## config.mk

```make
export PLATFORM = sky130hd
export DESIGN_NAME = rdac_ctrl
export DESIGN_NICKNAME = d
export VERILOG_FILES = /design/src/rdac_pkg.sv /design/src/rdac_ctrl.sv
export VERILOG_INCLUDE_DIRS = /design/src
export SDC_FILE = /design/constraint.sdc
export NUM_CORES = 1
export LEC_CHECK = 0
export BUFFER_PORTS_ARGS = -buffer_cell sky130_fd_sc_hd__buf_4
export CAP_MARGIN = 40
export CORE_ASPECT_RATIO = 0.8
export CORE_MARGIN = 2
export CORE_UTILIZATION = 42
export DETAILED_ROUTE_END_ITERATION = 10
export GPL_ROUTABILITY_DRIVEN = 0
export HOLD_SLACK_MARGIN = 0.06
export PLACE_DENSITY_LB_ADDON = 0.1
export SYNTH_ARGS = -nofsm -noshare
export SYNTH_HDL_FRONTEND = slang
export SYNTH_SLANG_ARGS = --single-unit
```

## constraint.sdc

```tcl
create_clock -name ref_clk -period 1.62 [get_ports ref_clk]
set_input_delay 0.081 -clock ref_clk [delete_from_list [all_inputs] [get_ports ref_clk]]
set_output_delay 0.081 -clock ref_clk [all_outputs]
set_load 0.01 [all_outputs]
```

## src/rdac_defs.svh

```systemverilog
// Constants for the ratiometric reference converter control block
`ifndef RDAC_DEFS_SVH
`define RDAC_DEFS_SVH
// Register byte addresses (word aligned)
`define RDAC_ADDR_CONTROL 4'h0
`define RDAC_ADDR_LEVEL 4'h4
// Control register field positions
`define RDAC_BIT_ENABLE 7
`define RDAC_BIT_LOW_POWER 6
`define RDAC_BIT_PIN_OE 5
`define RDAC_PSS_HI 3
`define RDAC_PSS_LO 2
// Level register field
`define RDAC_LEVEL_HI 4
`define RDAC_LEVEL_LO 0
`define RDAC_LEVEL_BITS 5
`define RDAC_LEVEL_STEPS 32
// Reset values and readback masks
`define RDAC_CONTROL_RESET 8'h00
`define RDAC_LEVEL_RESET 5'h00
`define RDAC_CONTROL_MASK 8'hEC
`define RDAC_LEVEL_MASK 8'h1F
`define RDAC_LEVEL_FULL 5'h1F
`define RDAC_LEVEL_ZERO 5'h00
// Positive source select codes
`define RDAC_PSS_SUPPLY 2'h0
`define RDAC_PSS_EXT_PIN 2'h1
`define RDAC_PSS_FIXED_REF 2'h2
`endif

```

## src/rdac_pkg.sv

```systemverilog
// Types for the ratiometric reference converter control block
`default_nettype none
package rdac_pkg;
  // Positive ladder source choices
  typedef enum logic [1:0] {
    RDAC_SRC_SUPPLY = 2'h0,
    RDAC_SRC_EXT_PIN = 2'h1,
    RDAC_SRC_FIXED_REF = 2'h2,
    RDAC_SRC_RESERVED = 2'h3
  } rdac_src_t;
endpackage : rdac_pkg
`default_nettype wire

```

## src/rdac_ctrl.sv

```systemverilog
// Register file and ladder/pin control for the ratiometric reference converter
//
// Decided for this implementation: the placing of the registers and the Avalon-MM interface to the registers.
`timescale 1ns/1ps
`default_nettype none
`include "rdac_defs.svh"

// Contract
// RQ1: Thirty-two levels from five-bit level code
// RQ2: Converter enable bit turns converter on
// RQ3: Enabled ladder tap index equals level code
// RQ4: Pin output overrides digital driver and detector
// RQ5: Digital pin read returns zero when routed
// RQ6: Low-power bit picks which source disconnects
// RQ7: Disabled, low-power, code 11111 gives positive source
// RQ8: Disabled, no low-power, code 00000 gives negative
// RQ9: Positive source supply, external pin, fixed reference
// RQ10: Level feeds comparator, ADC and pin
// RQ11: Wake from sleep keeps control register
// RQ12: Firmware disables converter before sleep
// RQ13: Unimplemented bits read as zero
// RQ14: Reset disables converter, clears level code
// RQ15: Reset removes level from output pin
// RQ16: Control outputs registered, glitch free
module rdac_ctrl (
  input wire logic ref_clk,
  input wire logic sys_rst,
  input wire logic [3:0] avs_address,
  input wire logic avs_read,
  input wire logic avs_write,
  input wire logic [31:0] avs_writedata,
  input wire logic [3:0] avs_byteenable,
  output logic [31:0] avs_readdata,
  output logic avs_waitrequest,
  input wire logic pin_digital_in,
  output logic pin_read_value,
  output logic [4:0] ladder_tap,
  output logic ladder_active,
  output logic positive_source_connect,
  output logic negative_source_connect,
  output var rdac_pkg::rdac_src_t positive_ladder_source,
  output logic level_to_comparator,
  output logic level_to_adc,
  output logic converter_output_pin,
  output logic pin_digital_drive_off,
  output logic pin_input_detect_off
);
  import rdac_pkg::*;

  // ----------------------------------------------------------------
  // Register storage
  // ----------------------------------------------------------------
  logic converter_enable_reg;
  logic low_power_source_select_reg;
  logic pin_output_enable_reg;
  logic [1:0] positive_source_select_reg;
  logic [4:0] level_code_reg;
  logic access_done_reg;
  logic [2:0] pin_sync_reg;
  logic pin_level_reg;
  logic wr_ctl;
  logic wr_lvl;
  logic [31:0] rd_next;

  // Bus handshake: every access waits one cycle, then completes
  assign wr_ctl = avs_write && !avs_waitrequest && avs_byteenable[0] && (avs_address == `RDAC_ADDR_CONTROL);
  assign wr_lvl = avs_write && !avs_waitrequest && avs_byteenable[0] && (avs_address == `RDAC_ADDR_LEVEL);

  // ----------------------------------------------------------------
  // Avalon slave timing
  // ----------------------------------------------------------------
  // One wait cycle per access keeps readdata registered and stable
  always_ff @(posedge ref_clk) begin
    if (sys_rst) begin
      access_done_reg <= 1'b0;
    end else if ((avs_read || avs_write) && !access_done_reg) begin
      access_done_reg <= 1'b1;
    end else begin
      access_done_reg <= 1'b0;
    end
  end

  // Waitrequest drops exactly one cycle after a request arrives
  always_ff @(posedge ref_clk) begin
    if (sys_rst) begin
      avs_waitrequest <= 1'b1;
    end else begin
      avs_waitrequest <= !((avs_read || avs_write) && !access_done_reg);
    end
  end

  // ----------------------------------------------------------------
  // Control register writes
  // ----------------------------------------------------------------
  // Only a bus write or reset changes these; sleep wake has no path in
  always_ff @(posedge ref_clk) begin
    if (sys_rst) begin
      converter_enable_reg <= 1'b0; // [RQ14]
      low_power_source_select_reg <= 1'b0;
      pin_output_enable_reg <= 1'b0; // [RQ15]
      positive_source_select_reg <= `RDAC_PSS_SUPPLY;
    end else if (wr_ctl) begin // [RQ11]
      converter_enable_reg <= avs_writedata[`RDAC_BIT_ENABLE]; // [RQ2]
      low_power_source_select_reg <= avs_writedata[`RDAC_BIT_LOW_POWER];
      pin_output_enable_reg <= avs_writedata[`RDAC_BIT_PIN_OE];
      positive_source_select_reg <= avs_writedata[`RDAC_PSS_HI:`RDAC_PSS_LO]; // [RQ9]
    end
  end

  // Level code register
  always_ff @(posedge ref_clk) begin
    if (sys_rst) begin
      level_code_reg <= `RDAC_LEVEL_RESET; // [RQ14]
    end else if (wr_lvl) begin
      level_code_reg <= avs_writedata[`RDAC_LEVEL_HI:`RDAC_LEVEL_LO]; // [RQ1]
    end
  end

  // ----------------------------------------------------------------
  // Read path
  // ----------------------------------------------------------------
  // Unused and unimplemented bits are masked to zero
  always_comb begin
    rd_next = 32'h0000_0000;
    if (avs_address == `RDAC_ADDR_CONTROL) begin
      rd_next[7:0] = {converter_enable_reg, low_power_source_select_reg, pin_output_enable_reg, 1'b0,
                      positive_source_select_reg, 2'b00} & `RDAC_CONTROL_MASK; // [RQ13]
    end else if (avs_address == `RDAC_ADDR_LEVEL) begin
      rd_next[7:0] = {3'b000, level_code_reg} & `RDAC_LEVEL_MASK; // [RQ13]
    end
  end

  always_ff @(posedge ref_clk) begin
    if (sys_rst) begin
      avs_readdata <= 32'h0000_0000;
    end else if (avs_read && !access_done_reg) begin
      avs_readdata <= rd_next;
    end
  end

  // ----------------------------------------------------------------
  // Pin digital input path
  // ----------------------------------------------------------------
  // Three-stage capture; a change counts once stages two and three agree
  always_ff @(posedge ref_clk) begin
    if (sys_rst) begin
      pin_sync_reg <= 3'b000;
      pin_level_reg <= 1'b0;
    end else begin
      pin_sync_reg <= {pin_sync_reg[1:0], pin_digital_in};
      if (pin_sync_reg[1] == pin_sync_reg[2]) begin
        pin_level_reg <= pin_sync_reg[2];
      end
    end
  end

  // Detector is forced off while the pin carries the analog level
  always_ff @(posedge ref_clk) begin
    if (sys_rst) begin
      pin_read_value <= 1'b0;
    end else begin
      pin_read_value <= pin_output_enable_reg ? 1'b0 : pin_level_reg; // [RQ5]
    end
  end

  // ----------------------------------------------------------------
  // Ladder and pin mux controls (registered to avoid switch glitches)
  // ----------------------------------------------------------------
  // Disabled: low-power bit chooses which end stays; tap follows code
  always_ff @(posedge ref_clk) begin
    if (sys_rst) begin
      ladder_tap <= `RDAC_LEVEL_RESET;
      ladder_active <= 1'b0;
      positive_source_connect <= 1'b0;
      negative_source_connect <= 1'b1;
      positive_ladder_source <= RDAC_SRC_SUPPLY;
    end else begin
      ladder_tap <= level_code_reg; // [RQ3] [RQ7] [RQ8] [RQ16]
      ladder_active <= converter_enable_reg; // [RQ2]
      positive_source_connect <= converter_enable_reg || low_power_source_select_reg; // [RQ6] [RQ7]
      negative_source_connect <= converter_enable_reg || !low_power_source_select_reg; // [RQ6] [RQ8]
      positive_ladder_source <= rdac_src_t'(positive_source_select_reg); // [RQ9]
    end
  end

  // Level reaches comparator and ADC whenever out of reset; the pin only on request
  always_ff @(posedge ref_clk) begin
    if (sys_rst) begin
      level_to_comparator <= 1'b0;
      level_to_adc <= 1'b0;
      converter_output_pin <= 1'b0;
      pin_digital_drive_off <= 1'b0;
      pin_input_detect_off <= 1'b0;
    end else begin
      level_to_comparator <= 1'b1; // [RQ10]
      level_to_adc <= 1'b1; // [RQ10]
      converter_output_pin <= pin_output_enable_reg; // [RQ4]
      pin_digital_drive_off <= pin_output_enable_reg; // [RQ4]
      pin_input_detect_off <= pin_output_enable_reg; // [RQ4]
    end
  end

  // ----------------------------------------------------------------
  // Assertions
  // ----------------------------------------------------------------
  property p_tap_follows;
    @(posedge ref_clk) disable iff (sys_rst)
      wr_lvl |=> ##1 (ladder_tap == $past(avs_writedata[`RDAC_LEVEL_HI:`RDAC_LEVEL_LO], 2));
  endproperty
  a_tap_follows: assert property (p_tap_follows) else $error("ladder tap not equal to code"); // [RQ3]

  property p_lvl_hold;
    @(posedge ref_clk) disable iff (sys_rst) !wr_lvl |=> $stable(level_code_reg);
  endproperty
  a_lvl_hold: assert property (p_lvl_hold) else $error("level code changed without write"); // [RQ1]

  property p_src_follows;
    @(posedge ref_clk) disable iff (sys_rst)
      wr_ctl |=> ##1 (positive_ladder_source == $past(avs_writedata[`RDAC_PSS_HI:`RDAC_PSS_LO], 2));
  endproperty
  a_src_follows: assert property (p_src_follows) else $error("source select not on ladder"); // [RQ9]

  property p_enabled_both;
    @(posedge ref_clk) disable iff (sys_rst)
      converter_enable_reg |=> (positive_source_connect && negative_source_connect);
  endproperty
  a_enabled_both: assert property (p_enabled_both) else $error("enabled ladder missing an end"); // [RQ3]

  property p_lp_ends;
    @(posedge ref_clk) disable iff (sys_rst)
      (!converter_enable_reg && low_power_source_select_reg) |=> (!negative_source_connect && positive_source_connect);
  endproperty
  a_lp_ends: assert property (p_lp_ends) else $error("low power did not drop negative end"); // [RQ6]

  property p_nlp_ends;
    @(posedge ref_clk) disable iff (sys_rst)
      (!converter_enable_reg && !low_power_source_select_reg) |=> (negative_source_connect && !positive_source_connect);
  endproperty
  a_nlp_ends: assert property (p_nlp_ends) else $error("no low power did not drop positive end"); // [RQ6]

  property p_enable_write;
    @(posedge ref_clk) disable iff (sys_rst)
      wr_ctl && avs_writedata[`RDAC_BIT_ENABLE] |=> ##1 ladder_active;
  endproperty
  a_enable_write: assert property (p_enable_write) else $error("enable write not seen on ladder"); // [RQ2]

  property p_pin_route;
    @(posedge ref_clk) disable iff (sys_rst)
      pin_output_enable_reg |=> (converter_output_pin && pin_digital_drive_off && pin_input_detect_off);
  endproperty
  a_pin_route: assert property (p_pin_route) else $error("pin not routed to converter level"); // [RQ4]

  property p_drive_release;
    @(posedge ref_clk) disable iff (sys_rst)
      !pin_output_enable_reg |=> (!converter_output_pin && !pin_digital_drive_off && !pin_input_detect_off);
  endproperty
  a_drive_release: assert property (p_drive_release) else $error("pin not returned to digital use"); // [RQ15]

  property p_feeds_analog;
    @(posedge ref_clk) disable iff (sys_rst)
      !$past(sys_rst) |-> (level_to_comparator && level_to_adc);
  endproperty
  a_feeds_analog: assert property (p_feeds_analog) else $error("level not fed to comparator and ADC"); // [RQ10]

  property p_pin_reads_zero;
    @(posedge ref_clk) disable iff (sys_rst) pin_output_enable_reg |=> !pin_read_value;
  endproperty
  a_pin_reads_zero: assert property (p_pin_reads_zero) else $error("routed pin read not zero"); // [RQ5]

  property p_reserved_zero;
    @(posedge ref_clk) disable iff (sys_rst)
      !avs_waitrequest && avs_read |-> (avs_readdata[31:8] == 24'h000000)
        && (avs_address != `RDAC_ADDR_CONTROL || (avs_readdata[7:0] & ~`RDAC_CONTROL_MASK) == 8'h00)
        && (avs_address != `RDAC_ADDR_LEVEL || (avs_readdata[7:0] & ~`RDAC_LEVEL_MASK) == 8'h00)
        && (avs_address == `RDAC_ADDR_CONTROL || avs_address == `RDAC_ADDR_LEVEL || avs_readdata[7:0] == 8'h00);
  endproperty
  a_reserved_zero: assert property (p_reserved_zero) else $error("unimplemented bits read nonzero"); // [RQ13]

  property p_reset_clears;
    @(posedge ref_clk) sys_rst |=> (level_code_reg == `RDAC_LEVEL_RESET && !converter_enable_reg);
  endproperty
  a_reset_clears: assert property (p_reset_clears) else $error("reset did not clear converter"); // [RQ14]

  property p_reset_pin;
    @(posedge ref_clk) sys_rst |=> ##1 !converter_output_pin;
  endproperty
  a_reset_pin: assert property (p_reset_pin) else $error("reset left level on pin"); // [RQ15]

  property p_ctl_hold;
    @(posedge ref_clk) disable iff (sys_rst) !wr_ctl |=> $stable(converter_enable_reg);
  endproperty
  a_ctl_hold: assert property (p_ctl_hold) else $error("control changed without write"); // [RQ11]

  property p_wait_once;
    @(posedge ref_clk) disable iff (sys_rst) (avs_read || avs_write) && avs_waitrequest |-> ##1 !avs_waitrequest;
  endproperty
  a_wait_once: assert property (p_wait_once) else $error("request not answered next cycle"); // [RQ16]

  property p_wait_short;
    @(posedge ref_clk) disable iff (sys_rst) !avs_waitrequest |=> avs_waitrequest;
  endproperty
  a_wait_short: assert property (p_wait_short) else $error("waitrequest low for more than one cycle"); // [RQ16]

endmodule : rdac_ctrl
`default_nettype wire

```

==> flow_summary.ini, run 1 <==
[status]
outcome = finished clean

[placed_design]
hpwl_mm = 1.94
post_dp_cell_area_um2 = 1750
numPortBuffers = 42
dp_slack_ns = 0.257

[critical_path]
start_kind = input pin
rrSetupSlack_ns = 0.44
criticalPathCategory = in2reg
required_ns = 1.85
rr_worst_depth = 3
cp_max_fo = 3
arrival_ns = 1.52
crit_path_end_kind = flip-flop

[yosys]
seq_area_frac_synth_pct = 49.7
ys_top_cells_by_area = dfxtp_1 (50%), buf_4 (14%), nor2b_1 (5.9%), mux2i_1 (4.7%), nand2_1 (4.0%)
mappedNetlistArea_um2 = 1490
synthArstFlopShare_pct = 0
synth_ff_type = dfxtp_1
yosys.cell_types.count = 26
yosys_register_bits = 37
yosys.area.top_type = dfxtp_1
synth_edf_count = 0
yosysTopAreaCellShare_pct = 49.7
synth.avg_cell_area_um2 = 9.99
syn_inst = 149
yosysWarnings = 0

[global_route]
antenna_found_initial = 0
grt_pass1_vias = 934
grt_pass1_wl_mm = 4.13
grt_use_total_pct = 13.3
grt_max_degree = 26
overflow = 0

[timing]
finClkSkew_ns = 0.00511
fin_tns_setup_ns = 0
setup_viol = 0
fin_crit_ns = 1.30
hold_viol = 0
fin_ws_ns = 0.323
finalCritPeriodShare_pct = 80.0
rsz0062_at_grt = no
slew_violations = 0
fmax_ghz = 0.771
hold-worst-slack_ns = 0.0794

[worst_hold_path]
hold_depth = 3
hold_class = in2reg

[detailed_routing]
wl_per_cell_um = 10.8
drt-total-wl_mm = 2.60
ant_nets = 0
route.detailed.drc = 0
vias_per_cell = 4.40
drtIter0Drc = 40
drtPass1Iterations = 4
num_vias = 1061

[clock_network]
clockRootBuffer = clkbuf_8
post_cts_buffers = 0
cts_sinks = 37
clk_pin_slew_ns = 0.07
clockBufferDepth = 2
cts_made_buffers = 5
insertion_delay_ns = 0.28
cts_tree = yes
cts_resized = 0
cts_max_level = 2

[final_layout]
nets = 243
diodes = 0
largest_reg_flops = 8
fin_util_pct = 54.5
design_area_um2 = 1870
regArea_um2 = 741
drive_gt1_share_pct = 29.1
syn2layout_area_growth_pct = 25.4
multi_input_area_um2 = 586
n_fill_cell = 326

[power_and_ir_drop]
power_frac_comb_pct = 8.8
powerDensity_nw_per_um2 = 893
switching_share_pct = 22.6
seqPwrFrac_pct = 55.7
ir_drop_mv = 0.576
p_sw_w = 0.000376
clockPowerShare_pct = 35.5
p_int_w = 0.00129
power_leakage_nw = 0.881

[die]
dieArea_um2 = 4040
start_util_pct = 43.5
die_x_um = 70.6
fp-row-count = 19
chipHeight_um = 57.3
io_pins = 94
core_um2 = 3420

[flow_run]
cap_violations = 0
==> cells in the mapped netlist, types with 3 or more instances <==
cell type / number
dfxtp_1: 37
mux2_4: 3
nand3_1: 6
nor2_1: 6
inv_1: 5
nand2_1: 16
buf_4: 27
o21ai_0: 3
nor2b_1: 14
mux2i_1: 7
a21oi_1: 7
==> per-stage QoR <==
stage | instances | power (W)
after floorplan | 172 | 0.00106
after global placement | 229 | 0.00108
after detailed placement | 229 | 0.00109
after CTS | 241 | 0.00169
after global routing | 241 | 0.00174
final | 241 | 0.00167
==> worst max-delay path, cell delays in order <==
cell and delay (ns):
dlygate4sd3_1 0.53, buf_4 0.14, o21ai_0 0.19, dlygate4sd3_1 0.58
==> kinds of logic (layout without fill, tap and decap cells) <==
| group | Yosys count | in the layout | synth area share [%] |
|---|---|---|---|
| DFF | 37 | 37 | 49.7 |
| buffers and inverters | 37 | 64 | 16.7 |
| and+or+nand+nor | 50 | 50 | 19.7 |
| AOI/OAI and AO/OA | 12 | 12 | 4.37 |
| muxes | 12 | 12 | 9.24 |
| other | 1 | 24 | 0.252 |
==> routing by layer <==
metal	vias to the layer above	global-route usage, %	part of all wire (%)
met5	-	0	0
met4	0	6.47	1.5
met3	5	4.95	7.9
met2	44	19.7	43
met1	481	17.3	47
li1	531	-	-
==> worst paths after layout <==
path / from / end
setup reg to reg: access_done_reg / avs_waitrequest
hold / removal: avs_writedata[2] / positive_source_select_reg[0]
setup / recovery: avs_read / avs_waitrequest
hold reg to reg: low_power_source_select_reg / negative_source_connect
==> repair_timing <==
action,4_1_cts,5_1_grt
hold endpoints to repair,4,0
hold buffers,4,0
setup endpoints to repair,0,0
==> power by group through the flow <==
stage / combinational, W / clock, W / sequential [W]
5_1_grt: 0.000161 / 0.000647 / 0.000929
2_1_floorplan: 0.000112 / 0 / 0.000951
3_5_place_dp: 0.000137 / 0 / 0.000949
4_1_cts: 0.000146 / 0.000618 / 0.000928
3_3_place_gp: 0.000136 / 0 / 0.000948
6_report: 0.000147 / 0.000593 / 0.000928
==> cells in the final DEF (no fill, tap or decap), drive strengths merged <==
cell / instances
nor2b: 14
nand4b: 1
and4b: 2
clkinv: 1
buf: 46
nand2: 16
mux2i: 7
nor4: 1
clkbuf: 8
dlygate4sd3: 4
o21ai: 3
conb: 24
nor4b: 1
nand2b: 1
a211oi: 2
nor3b: 1
dfxtp: 37
nor3: 1
inv: 5
nand3: 6
nor2: 6
mux2: 5
a21oi: 7
==> layout make-up <==
class | count | share of cell area (%)
well taps | 42 | 2.82
inverters | 6 | 1.21
multi-input cells | 98 | 31.4
clock buffers | 8 | 4.29
repair buffers | 50 | 20.6
flip-flops and latches | 37 | 39.7
Power figures use the tool's default switching activity.
==> inputs of run 2 (changes only) <==
==> constraint.sdc (replaced) <==
create_clock -name ref_clk -period 1.2 [get_ports ref_clk]
set_input_delay 0.06 -clock ref_clk [delete_from_list [all_inputs] [get_ports ref_clk]]
set_output_delay 0.06 -clock ref_clk [all_outputs]
set_load 0.01 [all_outputs]
==> run 2 against run 1 <==
Effect of this change:
- combinational power increased by 47%
- final area grew 3.8%
- hold slack better by 0.047 ns
- core utilization up 2.1 points
- final cell count up 2.9%
- via count rose by 1.0%
- setup slack lost 0.28 ns
- wire length up 4.3%
- largest cell class unchanged
==> flow_summary.ini, run 2 (synthesis results as in run 1) <==
[status]
outcome = finished clean

[die]
core_um2 = 3420
dieArea_um2 = 4040
die_x_um = 70.6
chipHeight_um = 57.3
io_pins = 94
fp-row-count = 19
start_util_pct = 43.5

[worst_hold_path]
hold_class = in2reg
worst_hold_startpoint = avs_writedata[0]

[detailed_routing]
drtIter0Drc = 19
route.detailed.drc = 0
num_vias = 1072
drt-total-wl_mm = 2.71
wl_per_cell_um = 10.9
drtPass1Iterations = 4
vias_per_cell = 4.32
ant_nets = 0

[critical_path]
crit_path_end_kind = flip-flop
cp_max_fo = 4
reg2reg_from = avs_waitrequest
required_ns = 1.38
start_kind = input pin
startpoint = avs_write
arrival_ns = 1.33
criticalPathCategory = in2reg

[placed_design]
post_dp_cell_area_um2 = 1780
numPortBuffers = 42
hpwl_mm = 2.06
placed_cells = 233

[global_route]
grt_max_degree = 15
grt_pass1_vias = 1004
overflow = 0
antenna_found_initial = 0
grt_pass1_wl_mm = 4.42
grt_use_total_pct = 14.3

[timing]
fmax_ghz = 0.867
slew_violations = 0
finalCritPeriodShare_pct = 96.1
hold_viol = 0
setup_viol = 0
finClkSkew_ns = 0.00524
rsz0062_at_grt = no
fin_tns_setup_ns = 0
fin_crit_ns = 1.15

[clock_network]
clockBufferDepth = 2
cts_max_level = 2
cts_sinks = 37
cts_made_buffers = 5
insertion_delay_ns = 0.29
clk_pin_slew_ns = 0.07
post_cts_buffers = 0
clockRootBuffer = clkbuf_8
cts_tree = yes

[final_layout]
largest_reg_flops = 8
final_common_cell = buf_4
drive_gt1_share_pct = 32.0
syn2layout_area_growth_pct = 30.2
design_area_um2 = 1940
fin_cells = 248
layout_common_cells = buf_4 (49), dfxtp_1 (37), conb_1 (24), nand2_1 (16), nor2b_1 (14)
nets = 250
diodes = 0

[flow_run]
cap_violations = 0

[power_and_ir_drop]
ir_drop_mv = 0.513
power_leakage_nw = 0.919
powerDensity_nw_per_um2 = 1180
## run 2: cell types whose count changed in the layout (fill, tap and decap cells not counted), moves of 2 or more
| cell | previous run | this run |
|---|---|---|
| clkinv_2 | 0 | 2 |
| dlygate4sd3_1 | 4 | 7 |
| buf_4 | 46 | 49 |
| clkbuf_1 | 3 | 1 |
## run 2: timing repair
item | in CTS | in global routing
hold buffers | 7 | 0
resized for setup | 0 | 3
hold endpoints to repair | 13 | 0
endpoints found under the setup margin | 0 | 5
## run 2: layer usage
layer | GRT usage, % | vias up | share of wire, %
li1 | - | 546 | -
met1 | 18.1 | 471 | 44
met2 | 22.0 | 48 | 46
met3 | 5.30 | 7 | 8.4
met4 | 6.47 | 0 | 1.7
met5 | 0 | - | 0
## run 2: critical path, stage by stage
cell and delay [ns]:
dlygate4sd3_1 0.53, buf_4 0.15, and4b_2 0.28, mux2_4 0.31
## run 2: worst paths after layout
check                                               end  slack (ns)  depth (start not counted)
worst max-delay path                  level_code_reg[1]        0.05                          4
worst min-delay path                  level_code_reg[0]        0.13                          3
worst max register to register    pin_output_enable_reg        0.07                          2
worst min register to register  negative_source_connect        0.42                          1
## run 2: where the power goes
part           switching (W)  total [W]  internal, W
Combinational       0.000115   0.000216     0.000101
Sequential        0.00000920    0.00125      0.00124
Clock               0.000412   0.000813     0.000402
## run 2: area by class of cell
type,count,area [µm²]
Multi-Input combinational cell,98,587
Tap cell,42,52.6
Sequential cell,37,741
Inverter,6,26.3
Clock buffer,6,72.6
Clock inverter,2,10.0
Fill cell,315,1490
Timing Repair Buffer,57,449
## run 2: metrics by stage
step	worst slack (ns)	hold WS (ns)	utilization [%]	total power, W
floorplan	0.0728	0.141	-	0.00144
global placement	-0.0819	0.271	51.9	0.00147
finish	0.0464	0.127	56.6	0.00228
global route	0.0203	0.128	56.6	0.00239
detailed placement	-0.0830	0.288	51.9	0.00148
CTS	0.0318	0.121	56.4	0.00231
==> inputs of run 3 (changes only) <==
--- a/config.mk
+++ b/config.mk
@@ -9,12 +9,12 @@
 export BUFFER_PORTS_ARGS = -buffer_cell sky130_fd_sc_hd__buf_4
 export CAP_MARGIN = 40
 export CORE_ASPECT_RATIO = 0.8
-export CORE_MARGIN = 2
-export CORE_UTILIZATION = 42
+export CORE_MARGIN = 5
+export CORE_UTILIZATION = 45
 export DETAILED_ROUTE_END_ITERATION = 10
 export GPL_ROUTABILITY_DRIVEN = 0
 export HOLD_SLACK_MARGIN = 0.06
-export PLACE_DENSITY_LB_ADDON = 0.1
+export PLACE_DENSITY = 0.9
 export SYNTH_ARGS = -nofsm -noshare
 export SYNTH_HDL_FRONTEND = slang
 export SYNTH_SLANG_ARGS = --single-unit
==> constraint.sdc (replaced) <==
create_clock -name ref_clk -period 1.33 [get_ports ref_clk]
set_input_delay 0.0665 -clock ref_clk [delete_from_list [all_inputs] [get_ports ref_clk]]
set_output_delay 0.0665 -clock ref_clk [all_outputs]
set_load 0.01 [all_outputs]
==> run 3 against run 2 <==
Effect of this change:
- via count down 2.8%
- hold slack worse by 0.059 ns
- clock-buffer cell count unchanged
- non-clock buffer count down 7
- critical endpoint is now level_code_reg[2]
==> flow_summary.ini, run 3 (synthesis results as in run 1) <==
[status]
outcome = finished clean

[placed_design]
dp_slack_ns = -0.00525
numPortBuffers = 42
hpwl_mm = 2.20
placed_cells = 227
post_dp_cell_area_um2 = 1740

[final_layout]
regArea_um2 = 741
drive_gt1_share_pct = 30.3
diodes = 0
final_common_cell = buf_4
largest_reg_flops = 8
multi_input_area_um2 = 586
fin_cells = 238
nets = 243
design_area_um2 = 1870
layout_common_cells = buf_4 (46), dfxtp_1 (37), conb_1 (24), nand2_1 (16), nor2b_1 (14)
syn2layout_area_growth_pct = 25.9
n_fill_cell = 289

[power_and_ir_drop]
seqPwrFrac_pct = 53.8
p_int_w = 0.00161
clockPowerShare_pct = 37.6
p_sw_w = 0.000489
switching_share_pct = 23.3
powerDensity_nw_per_um2 = 1120
power_leakage_nw = 0.886
power_frac_comb_pct = 8.5
ir_drop_mv = 0.806

[detailed_routing]
drtIter0Drc = 33
ant_nets = 0
vias_per_cell = 4.38
drt-total-wl_mm = 2.83
route.detailed.drc = 0
drtPass1Iterations = 4
wl_per_cell_um = 11.9
num_vias = 1042

[critical_path]
rrSetupSlack_ns = 0.17
arrival_ns = 1.37
crit_path_end_kind = flip-flop
r2r-end = level_code_reg[2]
cp_max_fo = 4
reg2reg_from = avs_waitrequest
criticalPathCategory = reg2reg
start_kind = flip-flop
required_ns = 1.54
rr_worst_depth = 3

[global_route]
antenna_found_initial = 0
grt_pass1_wl_mm = 4.37
grt_max_degree = 26
overflow = 0
grt_use_total_pct = 13.1
grt_pass1_vias = 972

[die]
start_util_pct = 47.6
fp-row-count = 18
dieArea_um2 = 4570
core_um2 = 3130
die_x_um = 74.3
chipHeight_um = 61.5
io_pins = 94

[clock_network]
clockBufferDepth = 2
cts_sinks = 37
cts_max_level = 2
cts_made_buffers = 5
insertion_delay_ns = 0.29
clk_pin_slew_ns = 0.07
clockRootBuffer = clkbuf_8
cts_tree = yes

[timing]
setup_viol = 0
fin_ws_ns = 0.173
finClkSkew_ns = 0.00393
finalCritPeriodShare_pct = 87.0
rsz0062_at_grt = no
fin_crit_ns = 1.16
fmax_ghz = 0.865
slew_violations = 0
hold_viol = 0

[flow_run]
cap_violations = 0

[worst_hold_path]
hold_class = in2reg
hold_depth = 2
worst_hold_startpoint = avs_write
holdPathEnd = avs_waitrequest
==> run 3: cell types whose count changed in the layout (fill, tap and decap cells not counted) <==
cell           before  now
buf_6               1    0
clkbuf_1            1    0
clkinv_1            0    1
and4b_1             1    2
clkinv_2            2    0
buf_4              49   46
clkbuf_8            5    6
dlygate4sd3_1       7    4
and4b_2             1    0
==> run 3: power groups by stage <==
stage / Combinational (W) / Clock (W) / Sequential [W]
detailed placement: 0.000169 / 0 / 0.00116
CTS: 0.000179 / 0.000808 / 0.00113
global route: 0.000198 / 0.000850 / 0.00113
finish: 0.000179 / 0.000789 / 0.00113
global placement: 0.000166 / 0 / 0.00115
floorplan: 0.000137 / 0 / 0.00116
==> run 3: worst max-delay path by stage <==
stage	startpoint	end	cells past startpoint	slack [ns]
CTS	avs_waitrequest	level_code_reg[2]	3	0.16
floorplan	avs_address[1]	converter_enable_reg	3	0.20
global route	avs_waitrequest	level_code_reg[2]	3	0.12
detailed placement	avs_address[1]	level_code_reg[1]	4	-0.005
global placement	avs_address[1]	level_code_reg[1]	4	0.03
finish	avs_waitrequest	level_code_reg[2]	3	0.17
==> run 3: area by class of cell <==
type,count,share of cell area (%)
sequential,37,39.5
multi-input combinational,98,31.2
timing repair buffer,50,20.6
clock buffer,6,4.41
tap,40,2.67
inverter,6,1.20
clock inverter,1,0.401
==> run 3: layer usage <==
metal	wire length, µm	up-vias	global-route usage [%]	part of all wire [%]
met5	0	-	0	0
met4	55	0	6.85	1.9
met3	312	7	6.36	11
met2	1360	40	21.3	48
met1	1110	465	14.5	39
li1	-	530	-	-
==> run 3: critical path, cell delays in order (launching register included) <==
cell     delay [ns]
dfxtp_1        0.33
and4b_1        0.39
buf_4          0.17
mux2i_1        0.19
==> run 3: stage by stage <==
step	hold slack [ns]	power (W)	setup TNS, ns	utilization [%]
finish	0.0674	0.00210	0	59.9
global route	0.0798	0.00218	0	59.9
CTS	0.0686	0.00212	0	59.9
detailed placement	0.283	0.00132	-0.00552	55.7
global placement	0.281	0.00132	0	55.7
floorplan	0.147	0.00129	0	-
==> run 3: what timing repair did <==
item | 4_1_cts | 5_1_grt
setup buffers | 0 | 0
endpoints found under the setup margin | 0 | 0
hold buffers | 4 | 0
hold endpoints to repair | 5 | 0
resized for setup | 0 | 0
